===== config.mk =====
export PLATFORM = sky130hd
export DESIGN_NAME = acx_exec
export DESIGN_NICKNAME = d
export VERILOG_FILES = /design/src/acx_pkg.sv /design/src/acx_alu_if.sv /design/src/acx_alu.sv /design/src/acx_exec.sv
export SDC_FILE = /design/constraint.sdc
export NUM_CORES = 1
export LEC_CHECK = 0
export BUFFER_PORTS_ARGS = -buffer_cell sky130_fd_sc_hd__buf_2
export CAP_MARGIN = 25
export CORE_ASPECT_RATIO = 1.5
export CORE_UTILIZATION = 50
export CTS_CLUSTER_DIAMETER = 200
export CTS_CLUSTER_SIZE = 8
export DETAILED_ROUTE_END_ITERATION = 10
export GPL_ROUTABILITY_DRIVEN = 1
export PLACE_DENSITY = 0.88
export RECOVER_POWER = 25
export SYNTH_ARGS = -nofsm -noshare
export SYNTH_HDL_FRONTEND = slang
export SYNTH_SLANG_ARGS = --single-unit

===== constraint.sdc =====
create_clock -name core_clk -period 7.8 [get_ports core_clk]
set_input_delay 0 -clock core_clk [delete_from_list [all_inputs] [get_ports core_clk]]
set_output_delay 0 -clock core_clk [all_outputs]
set_load 0.01 [all_outputs]

===== src/acx_pkg.sv =====
package acx_pkg;

	// Operation decoded from the instruction word, one-hot
	typedef enum logic [3:0] {
		OP_NONE = 4'h1,
		OP_ADDC = 4'h2,
		OP_ANDF = 4'h4,
		OP_ANDL = 4'h8
	} acx_op_type;

	// Quarter phases of one instruction cycle, one-hot
	typedef enum logic [3:0] {
		PH_Q1 = 4'h1,
		PH_Q2 = 4'h2,
		PH_Q3 = 4'h4,
		PH_Q4 = 4'h8
	} acx_phase_type;

	// Opcode patterns
	localparam logic [5:0] ADDC_PATTERN  = 6'h08;  // 0010 00da
	localparam logic [5:0] ANDF_PATTERN  = 6'h05;  // 0001 01da
	localparam logic [7:0] ANDL_PATTERN  = 8'h0b;  // 0000 1011

	// Instruction field positions
	localparam int OPC6_HI    = 15;
	localparam int OPC6_LO    = 10;
	localparam int OPC8_LO    = 8;
	localparam int DEST_BIT   = 9;
	localparam int BANK_BIT   = 8;

	// Addressing
	localparam logic [7:0] INDEXED_LIMIT   = 8'h5f;
	localparam logic [3:0] ACCESS_LOW_BANK = 4'h0;
	localparam logic [3:0] ACCESS_SFR_BANK = 4'hf;

	// Data path widths and flag positions
	localparam int SIGN_BIT  = 7;
	localparam int FLAG_C    = 0;
	localparam int FLAG_HALF = 1;
	localparam int FLAG_Z    = 2;
	localparam int FLAG_SOVF = 3;
	localparam int FLAG_N    = 4;
	localparam logic [4:0] FLAGS_RESET = 5'h00;
	localparam logic [7:0] WREG_RESET  = 8'h00;
	localparam logic [11:0] ADDR_RESET = 12'h000;

	// Decode of the three supported instructions
	function automatic acx_op_type decode_op(input logic [15:0] word);
		if (word[OPC6_HI:OPC6_LO] == ADDC_PATTERN) begin
			decode_op = OP_ADDC;
		end else if (word[OPC6_HI:OPC6_LO] == ANDF_PATTERN) begin
			decode_op = OP_ANDF;
		end else if (word[OPC6_HI:OPC8_LO] == ANDL_PATTERN) begin
			decode_op = OP_ANDL;
		end else begin
			decode_op = OP_NONE;
		end
	endfunction

endpackage


===== src/acx_alu_if.sv =====
`timescale 1ns/1ps
interface acx_alu_if;
	acx_pkg::acx_op_type op;
	logic [7:0]          a;
	logic [7:0]          b;
	logic                cin;
	logic [7:0]          result;
	logic [4:0]          flags;
	logic [4:0]          flag_mask;

	modport alu  (input op, a, b, cin, output result, flags, flag_mask);
	modport core (output op, a, b, cin, input result, flags, flag_mask);
endinterface


===== src/acx_alu.sv =====
`timescale 1ns/1ps
module acx_alu (
	// Operands and results
	acx_alu_if.alu bus
);

	////////////////////////////////////////////////////////////////////////
	logic [8:0] sum9;
	logic [4:0] half5;

	// Result and flags; mask marks which flags the op may change
	always_comb begin
		sum9          = {1'b0, bus.a} + {1'b0, bus.b} + {8'h00, bus.cin};
		half5         = {1'b0, bus.a[3:0]} + {1'b0, bus.b[3:0]} + {4'h0, bus.cin};
		bus.result    = 8'h00;
		bus.flags     = acx_pkg::FLAGS_RESET;
		bus.flag_mask = 5'h00;
		case (bus.op)
			acx_pkg::OP_ADDC: begin
				bus.result                     = sum9[7:0];
				bus.flags[acx_pkg::FLAG_C]     = sum9[8];
				bus.flags[acx_pkg::FLAG_HALF]  = half5[4];
				// Same-sign operands giving other-sign sum
				bus.flags[acx_pkg::FLAG_SOVF]  =
					(bus.a[acx_pkg::SIGN_BIT] == bus.b[acx_pkg::SIGN_BIT]) &&
					(sum9[acx_pkg::SIGN_BIT] != bus.a[acx_pkg::SIGN_BIT]);
				bus.flag_mask                  = 5'h1f;
			end
			acx_pkg::OP_ANDF, acx_pkg::OP_ANDL: begin
				bus.result                     = bus.a & bus.b;
				bus.flag_mask[acx_pkg::FLAG_Z] = 1'b1;
				bus.flag_mask[acx_pkg::FLAG_N] = 1'b1;
			end
			default: begin
				bus.result = 8'h00;
			end
		endcase
		bus.flags[acx_pkg::FLAG_Z] = (bus.result == 8'h00);
		bus.flags[acx_pkg::FLAG_N] = bus.result[acx_pkg::SIGN_BIT];
	end

endmodule // acx_alu


===== src/acx_exec.sv =====
`timescale 1ns/1ps
// Behaviour
// - Add-with-carry sums working register, carry and file byte and updates all five flags.
// - For file ops a destination bit of 0 writes the working register, 1 writes the file byte.
// - Bank bit 0 selects the access bank, bank bit 1 combines the address with the bank select.
// - Bank bit 0 with extended set enabled and address at most 5Fh uses indexed offset.
// - Literal AND puts working register AND literal into the working register, N and Z only.
// - Register AND combines working register with the file byte, routed by destination, N, Z.
// - Each instruction is one word and one cycle of decode, read, process and write quarters.
module acx_exec (
	// Clock and reset
	input  wire logic        core_clk,
	input  wire logic        rst,
	// Instruction from fetch
	input  wire logic [15:0] instr_word,
	input  wire logic        instr_valid,
	// Addressing configuration
	input  wire logic [3:0]  bank_select_register,
	input  wire logic        ext_set_enable,
	input  wire logic [11:0] index_base,
	// Data memory
	output logic      [11:0] mem_addr,
	output logic             mem_rd_en,
	input  wire logic [7:0]  mem_rd_data,
	output logic             mem_wr_en,
	output logic      [7:0]  mem_wr_data,
	// Working register and status
	output logic      [7:0]  wreg,
	output logic             flag_n,
	output logic             signed_overflow_flag,
	output logic             flag_z,
	output logic             half_carry_flag,
	output logic             flag_c,
	// Progress
	output logic      [3:0]  quarter,
	output logic             instr_done
);

	////////////////////////////////////////////////////////////////////////
	acx_pkg::acx_phase_type phase_reg, phase_next;
	acx_pkg::acx_op_type    op_reg, op_next;
	logic [7:0]             lit_reg, lit_next;
	logic                   dest_reg, dest_next;
	logic [11:0]            addr_reg, addr_next;
	logic                   rd_en_reg, rd_en_next;
	logic                   wr_en_reg, wr_en_next;
	logic [7:0]             wr_data_reg, wr_data_next;
	logic [7:0]             wreg_reg, wreg_next;
	logic [4:0]             flags_reg, flags_next;
	logic                   done_reg, done_next;
	logic [7:0]             f_field;
	logic                   file_op;

	acx_alu_if alu_bus ();

	acx_alu u_alu (
		.bus (alu_bus.alu)
	);

	////////////////////////////////////////////////////////////////////////
	// Operands: literal op takes the latched literal, file ops the read byte
	assign alu_bus.op  = op_reg;
	assign alu_bus.a   = wreg_reg;
	assign alu_bus.b   = (op_reg == acx_pkg::OP_ANDL) ? lit_reg : mem_rd_data;
	assign alu_bus.cin = flags_reg[acx_pkg::FLAG_C];

	assign f_field = instr_word[7:0];
	assign file_op = (acx_pkg::decode_op(instr_word) == acx_pkg::OP_ADDC) ||
	                 (acx_pkg::decode_op(instr_word) == acx_pkg::OP_ANDF);

	////////////////////////////////////////////////////////////////////////
	// Quarter sequencer and datapath next state
	always_comb begin
		phase_next   = phase_reg;
		op_next      = op_reg;
		lit_next     = lit_reg;
		dest_next    = dest_reg;
		addr_next    = addr_reg;
		rd_en_next   = 1'b0;
		wr_en_next   = 1'b0;
		wr_data_next = wr_data_reg;
		wreg_next    = wreg_reg;
		flags_next   = flags_reg;
		done_next    = 1'b0;
		case (phase_reg)
			acx_pkg::PH_Q1: begin
				// Decode; an absent word becomes a one-cycle no-op
				phase_next = acx_pkg::PH_Q2;
				op_next    = instr_valid ? acx_pkg::decode_op(instr_word) : acx_pkg::OP_NONE;
				lit_next   = f_field;
				dest_next  = instr_word[acx_pkg::DEST_BIT];
				rd_en_next = instr_valid && file_op;
				if (instr_word[acx_pkg::BANK_BIT]) begin
					addr_next = {bank_select_register, f_field};
				end else if (ext_set_enable && (f_field <= acx_pkg::INDEXED_LIMIT)) begin
					addr_next = index_base + {4'h0, f_field};
				end else if (f_field <= acx_pkg::INDEXED_LIMIT) begin
					addr_next = {acx_pkg::ACCESS_LOW_BANK, f_field};
				end else begin
					addr_next = {acx_pkg::ACCESS_SFR_BANK, f_field};
				end
			end
			acx_pkg::PH_Q2: begin
				phase_next = acx_pkg::PH_Q3;
			end
			acx_pkg::PH_Q3: begin
				// Read data is valid now; results become visible in Q4
				phase_next = acx_pkg::PH_Q4;
				if (op_reg != acx_pkg::OP_NONE) begin
					flags_next = (flags_reg & ~alu_bus.flag_mask) |
					             (alu_bus.flags & alu_bus.flag_mask);
					if (op_reg != acx_pkg::OP_ANDL && dest_reg) begin
						wr_en_next   = 1'b1;
						wr_data_next = alu_bus.result;
					end else begin
						wreg_next = alu_bus.result;
					end
				end
			end
			acx_pkg::PH_Q4: begin
				phase_next = acx_pkg::PH_Q1;
				done_next  = 1'b1;
			end
			default: begin
				phase_next = acx_pkg::PH_Q1;
			end
		endcase
	end

	// Register stage
	always_ff @(posedge core_clk) begin
		if (rst) begin
			phase_reg   <= acx_pkg::PH_Q1;
			op_reg      <= acx_pkg::OP_NONE;
			lit_reg     <= 8'h00;
			dest_reg    <= 1'b0;
			addr_reg    <= acx_pkg::ADDR_RESET;
			rd_en_reg   <= 1'b0;
			wr_en_reg   <= 1'b0;
			wr_data_reg <= 8'h00;
			wreg_reg    <= acx_pkg::WREG_RESET;
			flags_reg   <= acx_pkg::FLAGS_RESET;
			done_reg    <= 1'b0;
		end else begin
			phase_reg   <= phase_next;
			op_reg      <= op_next;
			lit_reg     <= lit_next;
			dest_reg    <= dest_next;
			addr_reg    <= addr_next;
			rd_en_reg   <= rd_en_next;
			wr_en_reg   <= wr_en_next;
			wr_data_reg <= wr_data_next;
			wreg_reg    <= wreg_next;
			flags_reg   <= flags_next;
			done_reg    <= done_next;
		end
	end

	////////////////////////////////////////////////////////////////////////
	// Outputs, all straight from flops
	assign mem_addr             = addr_reg;
	assign mem_rd_en            = rd_en_reg;
	assign mem_wr_en            = wr_en_reg;
	assign mem_wr_data          = wr_data_reg;
	assign wreg                 = wreg_reg;
	assign flag_n               = flags_reg[acx_pkg::FLAG_N];
	assign signed_overflow_flag = flags_reg[acx_pkg::FLAG_SOVF];
	assign flag_z               = flags_reg[acx_pkg::FLAG_Z];
	assign half_carry_flag      = flags_reg[acx_pkg::FLAG_HALF];
	assign flag_c               = flags_reg[acx_pkg::FLAG_C];
	assign quarter              = phase_reg;
	assign instr_done           = done_reg;

	////////////////////////////////////////////////////////////////////////
	// Checks
	chk_quarter_order: assert property (@(posedge core_clk) disable iff (rst)
		phase_reg == acx_pkg::PH_Q1 |=> phase_reg == acx_pkg::PH_Q2 ##1
		phase_reg == acx_pkg::PH_Q3 ##1 phase_reg == acx_pkg::PH_Q4 ##1 instr_done)
		else $error("quarter sequence broken");

	chk_add_sum: assert property (@(posedge core_clk) disable iff (rst)
		(phase_reg == acx_pkg::PH_Q3 && op_reg == acx_pkg::OP_ADDC && !dest_reg) |=>
		wreg_reg == 8'($past(wreg_reg) + $past(mem_rd_data) + {7'h00, $past(flag_c)}))
		else $error("add with carry result wrong");

	chk_dest_file: assert property (@(posedge core_clk) disable iff (rst)
		(phase_reg == acx_pkg::PH_Q3 && op_reg != acx_pkg::OP_NONE) |=>
		(mem_wr_en == ($past(dest_reg) && $past(op_reg) != acx_pkg::OP_ANDL)) &&
		(mem_wr_en ? $stable(wreg_reg) : 1'b1))
		else $error("destination routing wrong");

	chk_bank_addr: assert property (@(posedge core_clk) disable iff (rst)
		(phase_reg == acx_pkg::PH_Q1 && instr_valid && file_op &&
		 instr_word[acx_pkg::BANK_BIT]) |=>
		mem_rd_en && mem_addr == {$past(bank_select_register), $past(instr_word[7:0])})
		else $error("banked address wrong");

	chk_index_addr: assert property (@(posedge core_clk) disable iff (rst)
		(phase_reg == acx_pkg::PH_Q1 && instr_valid && file_op && ext_set_enable &&
		 !instr_word[acx_pkg::BANK_BIT] && instr_word[7:0] <= acx_pkg::INDEXED_LIMIT) |=>
		mem_addr == 12'($past(index_base) + {4'h0, $past(instr_word[7:0])}))
		else $error("indexed address wrong");

	chk_andl_flags: assert property (@(posedge core_clk) disable iff (rst)
		(phase_reg == acx_pkg::PH_Q3 && op_reg == acx_pkg::OP_ANDL) |=>
		$stable(flag_c) && $stable(half_carry_flag) && $stable(signed_overflow_flag) &&
		wreg_reg == ($past(wreg_reg) & $past(lit_reg)) && !mem_wr_en)
		else $error("literal and wrong");

	chk_andf_flags: assert property (@(posedge core_clk) disable iff (rst)
		(phase_reg == acx_pkg::PH_Q3 && op_reg == acx_pkg::OP_ANDF) |=>
		$stable(flag_c) && $stable(half_carry_flag) && $stable(signed_overflow_flag) &&
		(mem_wr_en ? mem_wr_data : wreg_reg) == ($past(wreg_reg) & $past(mem_rd_data)))
		else $error("register and wrong");

	chk_zero_neg: assert property (@(posedge core_clk) disable iff (rst)
		(phase_reg == acx_pkg::PH_Q4 && op_reg != acx_pkg::OP_NONE) |->
		flag_z == ((mem_wr_en ? mem_wr_data : wreg_reg) == 8'h00) &&
		flag_n == (mem_wr_en ? mem_wr_data[7] : wreg_reg[7]))
		else $error("zero or negative flag wrong");

endmodule // acx_exec


==> PnR_summary.wiki <==
{| class="wikitable"
! Metric !! Value
|-
| Detailed placement HPWL || around 5.8 mm
|-
| Worst-case hold slack || about 0.025 ns
|-
| DR pass1 iterations || 4
|-
| Number of max-capacitance violations reported || 0
|-
| Most common library cell in the layout ignoring fill and taps || sky130_fd_sc_hd__buf_2
|-
| Crit end category || flop
|-
| Launch point of the worst reg-to-reg path || alu_bus.op[3]$_SDFFE_PP0P_
|-
| Worst Skew || 0.00391 ns
|-
| First element of the critical path || alu_bus.op[3]$_SDFFE_PP0P_
|-
| Count of boundary I/O pins || 84
|-
| Setup CP Type || flop to flop
|-
| # Post-CTS Setup Buffers || 0
|-
| Number of levels in the clock H-tree || 2
|-
| Sequential share of power || 0.464
|-
| Width of the die || 66.1 um
|-
| Number of distinct library cell variants in the gate-level netlist after synthesis || 54
|-
| Leakage power of the design || between 0.001 and 0.0015 uW
|-
| Average vias per placed instance || 5.66
|-
| Critical Path AT || 3.80 ns
|-
| Effective utilization at floorplan || 0.525
|-
| Clk sinks || 53
|-
| Area of the mapped netlist || 3080 um2
|-
| Sum of routed wire length over all layers || 7.56 mm
|-
| Routability congestion estimate || 0.924
|-
| Number of buffers added by the clock tree synthesis step || 5
|-
| Via count of the first global-routing pass || roughly 2900
|-
| Post-cts hold buffer count || 11
|-
| Yosys warnings || 0
|-
| Aggregate global-route resource usage || 0.239
|-
| Pin count of the biggest net entering global routing || 54
|-
| Area of the multi-input gates || 1920 um2
|-
| CTS Buffer Depth || 2
|-
| Cell area reported after detailed placement || 3520 um2
|-
| Slew at the pin closest to its max-slew limit || 1.09 ns
|-
| Headroom to the max-slew limit || 0.274
|-
| Hold Path Cell Cnt || 3
|-
| Clock latency reported for the late side of the worst-skew pair || 0.30 ns
|-
| Prevailing post-synth register cell || sky130_fd_sc_hd__dfxtp_1
|-
| Remaining DRCs || 0
|-
| Gr ovfl total || 0
|-
| Initial antenna violation count || 0
|-
| Relative area change from synthesis to final layout || 20.5%
|-
| Number of synthesized flops with an enable pin || 0
|-
| Post-route setup slack || 4.20 ns
|-
| Status || completed
|-
| Required time at the worst-slack endpoint || 8.00 ns
|-
| Final #Nets || a little over 500
|-
| Number of placement rows || 34
|-
| Post-synth ARST share || 0
|-
| Portion of total power attributed to combinational logic || 0.258
|-
| Average cell area after synthesis || approximately 8.4 um2
|-
| CTS tree || yes
|-
| Initial DRC count || 213
|-
| Start point of the worst hold path || index_base[8]
|-
| R2R depth || 11
|-
| Floorplan die height || 98.2 um
|-
| Fraction of layout instances using a drive strength above 1 || 0.195
|-
| Wire per inst || 14.5 um
|-
| Layout fillers || 491
|-
| Vias post-DR || 2960
|-
| RSZ-0062 raised after global routing || false
|-
| First-pass GRT wire length || 12.2 mm
|-
| Final setup violation count || 0
|-
| Setup slack after placement || 4.30 ns
|-
| Total Neg Setup Slack || 0 ns
|-
| Antenna diode instance count || 0
|-
| Quantity of I/O buffers inserted on ports || 83
|-
| Sequential-to-total area share from yosys stat || 0.344
|-
| Resized cells post-CTS || 0
|-
| Switch share || 0.311
|-
| Most used cells in the layout excluding fill and tap cells || sky130_fd_sc_hd__buf_2, sky130_fd_sc_hd__nor2_1, sky130_fd_sc_hd__dfxtp_1
|-
| CTS root buffer || sky130_fd_sc_hd__clkbuf_8
|-
| Max-slew violation total from the final report || 0
|-
| Largest fanout on the critical path || 8
|-
| Cell Pwr Density || 185 nW/um2
|-
| Clock Pin Slew Worst Setup and Hold Paths || 0.09 ns
|-
| Number of hold-slack violations in the final timing report || 0
|-
| Final clock period utilization by the worst path || 0.461
|-
| CP startpoint kind || flop
|-
| Layout Cell Area excl Fill || about 3700 um2
|-
| Clk pwr share || 0.278
|-
| Final core occ || 0.633
|-
| Switching power of the nets || 214 uW
|-
| Max FFs per register || 12
|-
| Number of nets with antenna violations after detailed routing || 0
|-
| Synthesized instance count || roughly 370
|-
| Cell internal power dissipation || 474 uW
|-
| Core area || 5870 um2
|-
| HP Class || primary input to flop
|-
| Time the worst path needs with I/O delays and setup || 3.60 ns
|-
| Worst ir drop on vdd || 0.0000920 V
|-
| Highest clock frequency the design can meet || 278 MHz
|-
| Synth Net Count || approximately 430
|-
| Flip-flop and latch count after synthesis || 53
|-
| Register area || 1060 um2
|-
| DIE AREA || between 6000 and 7000 um2
|}
[Yosys cell counts, drive strengths merged (4+ instances only)]
| library cell | instances | area (um2) |
|---|---|---|
| a211oi | 17 | 145 |
| a21oi | 28 | 144 |
| a22oi | 6 | 45.0 |
| buf | 9 | 46.3 |
| clkbuf | 10 | 38.8 |
| dfxtp | 53 | 1060 |
| ha | 16 | 200 |
| inv | 5 | 18.8 |
| mux2 | 8 | 90.1 |
| mux2i | 7 | 70.1 |
| nand2 | 38 | 145 |
| nand3 | 12 | 60.1 |
| nor2 | 54 | 203 |
| nor2b | 8 | 50.1 |
| nor3 | 17 | 101 |
| nor4 | 4 | 25.0 |
| nor4b | 4 | 77.6 |
| o211ai | 5 | 37.5 |
| o21ai | 12 | 60.1 |
| xnor2 | 6 | 52.6 |
| xor2 | 7 | 61.3 |
[through the flow]
step	total power, uW	instances
final	688	523
after global routing	726	523
after CTS	694	523
after detailed placement	501	504
after global placement	495	504
after floorplan	445	366
[critical path, cell delays in order, from the launching register on]
cell and delay, ns:
sky130_fd_sc_hd__dfxtp_1 0.49, sky130_fd_sc_hd__nor4b_2 0.25, sky130_fd_sc_hd__buf_4 0.21, sky130_fd_sc_hd__mux2_2 0.37, sky130_fd_sc_hd__fa_1 0.41, sky130_fd_sc_hd__fa_1 0.44
sky130_fd_sc_hd__a211oi_2 0.32, sky130_fd_sc_hd__o21bai_1 0.14, sky130_fd_sc_hd__a21oi_1 0.28, sky130_fd_sc_hd__xnor2_1 0.16, sky130_fd_sc_hd__a22oi_1 0.12, sky130_fd_sc_hd__a31o_2 0.31
[cell type report]
cell class / instances / share of cell area
Clock buffer: 7 / 0.0232
Clock inverter: 1 / 0.00808
Inverter: 5 / 0.00505
Multi-Input combinational cell: 289 / 0.516
Sequential cell: 53 / 0.286
Tap cell: 72 / 0.0243
Timing Repair Buffer: 96 / 0.138
[power groups by stage]
| stage | logic [uW] | registers [uW] | clock network, uW |
|---|---|---|---|
| floorplan | 118 | 327 | 0 |
| global placement | 172 | 324 | 0 |
| detailed placement | 177 | 325 | 0 |
| CTS | 181 | 319 | 195 |
| global route | 199 | 323 | 204 |
| finish | 178 | 319 | 191 |
[path summary, 6_finish.rpt]
path | endpoint | slack (ns)
min reg2reg | lit_reg[7]$_SDFFE_PP0P_ | 0.46
max reg2reg | flop | 4.20
max | flop | 4.20
min | mem_addr[8]$_SDFFE_PP0P_ | 0.03
[layer usage]
metal,global-route usage,up-vias,share of wire
met1,0.264,1352,0.41
met4,0.108,0,0.031
met3,0.0374,23,0.036
met2,0.433,104,0.52
li1,-,1481,-
met5,0,-,0
[cell families (layout without fill, tap and decap cells)]
| logic type | after synthesis | after routing | synth area share |
|---|---|---|---|
| fa+ha+maj | 19 | 19 | 0.0844 |
| mux | 15 | 15 | 0.0520 |
| flops | 53 | 53 | 0.344 |
| compound gates | 88 | 88 | 0.193 |
| xor+xnor | 13 | 13 | 0.0369 |
| simple gates | 154 | 154 | 0.256 |
| buf+inv | 24 | 109 | 0.0337 |
Note: power is estimated with default switching activity, not from simulation.
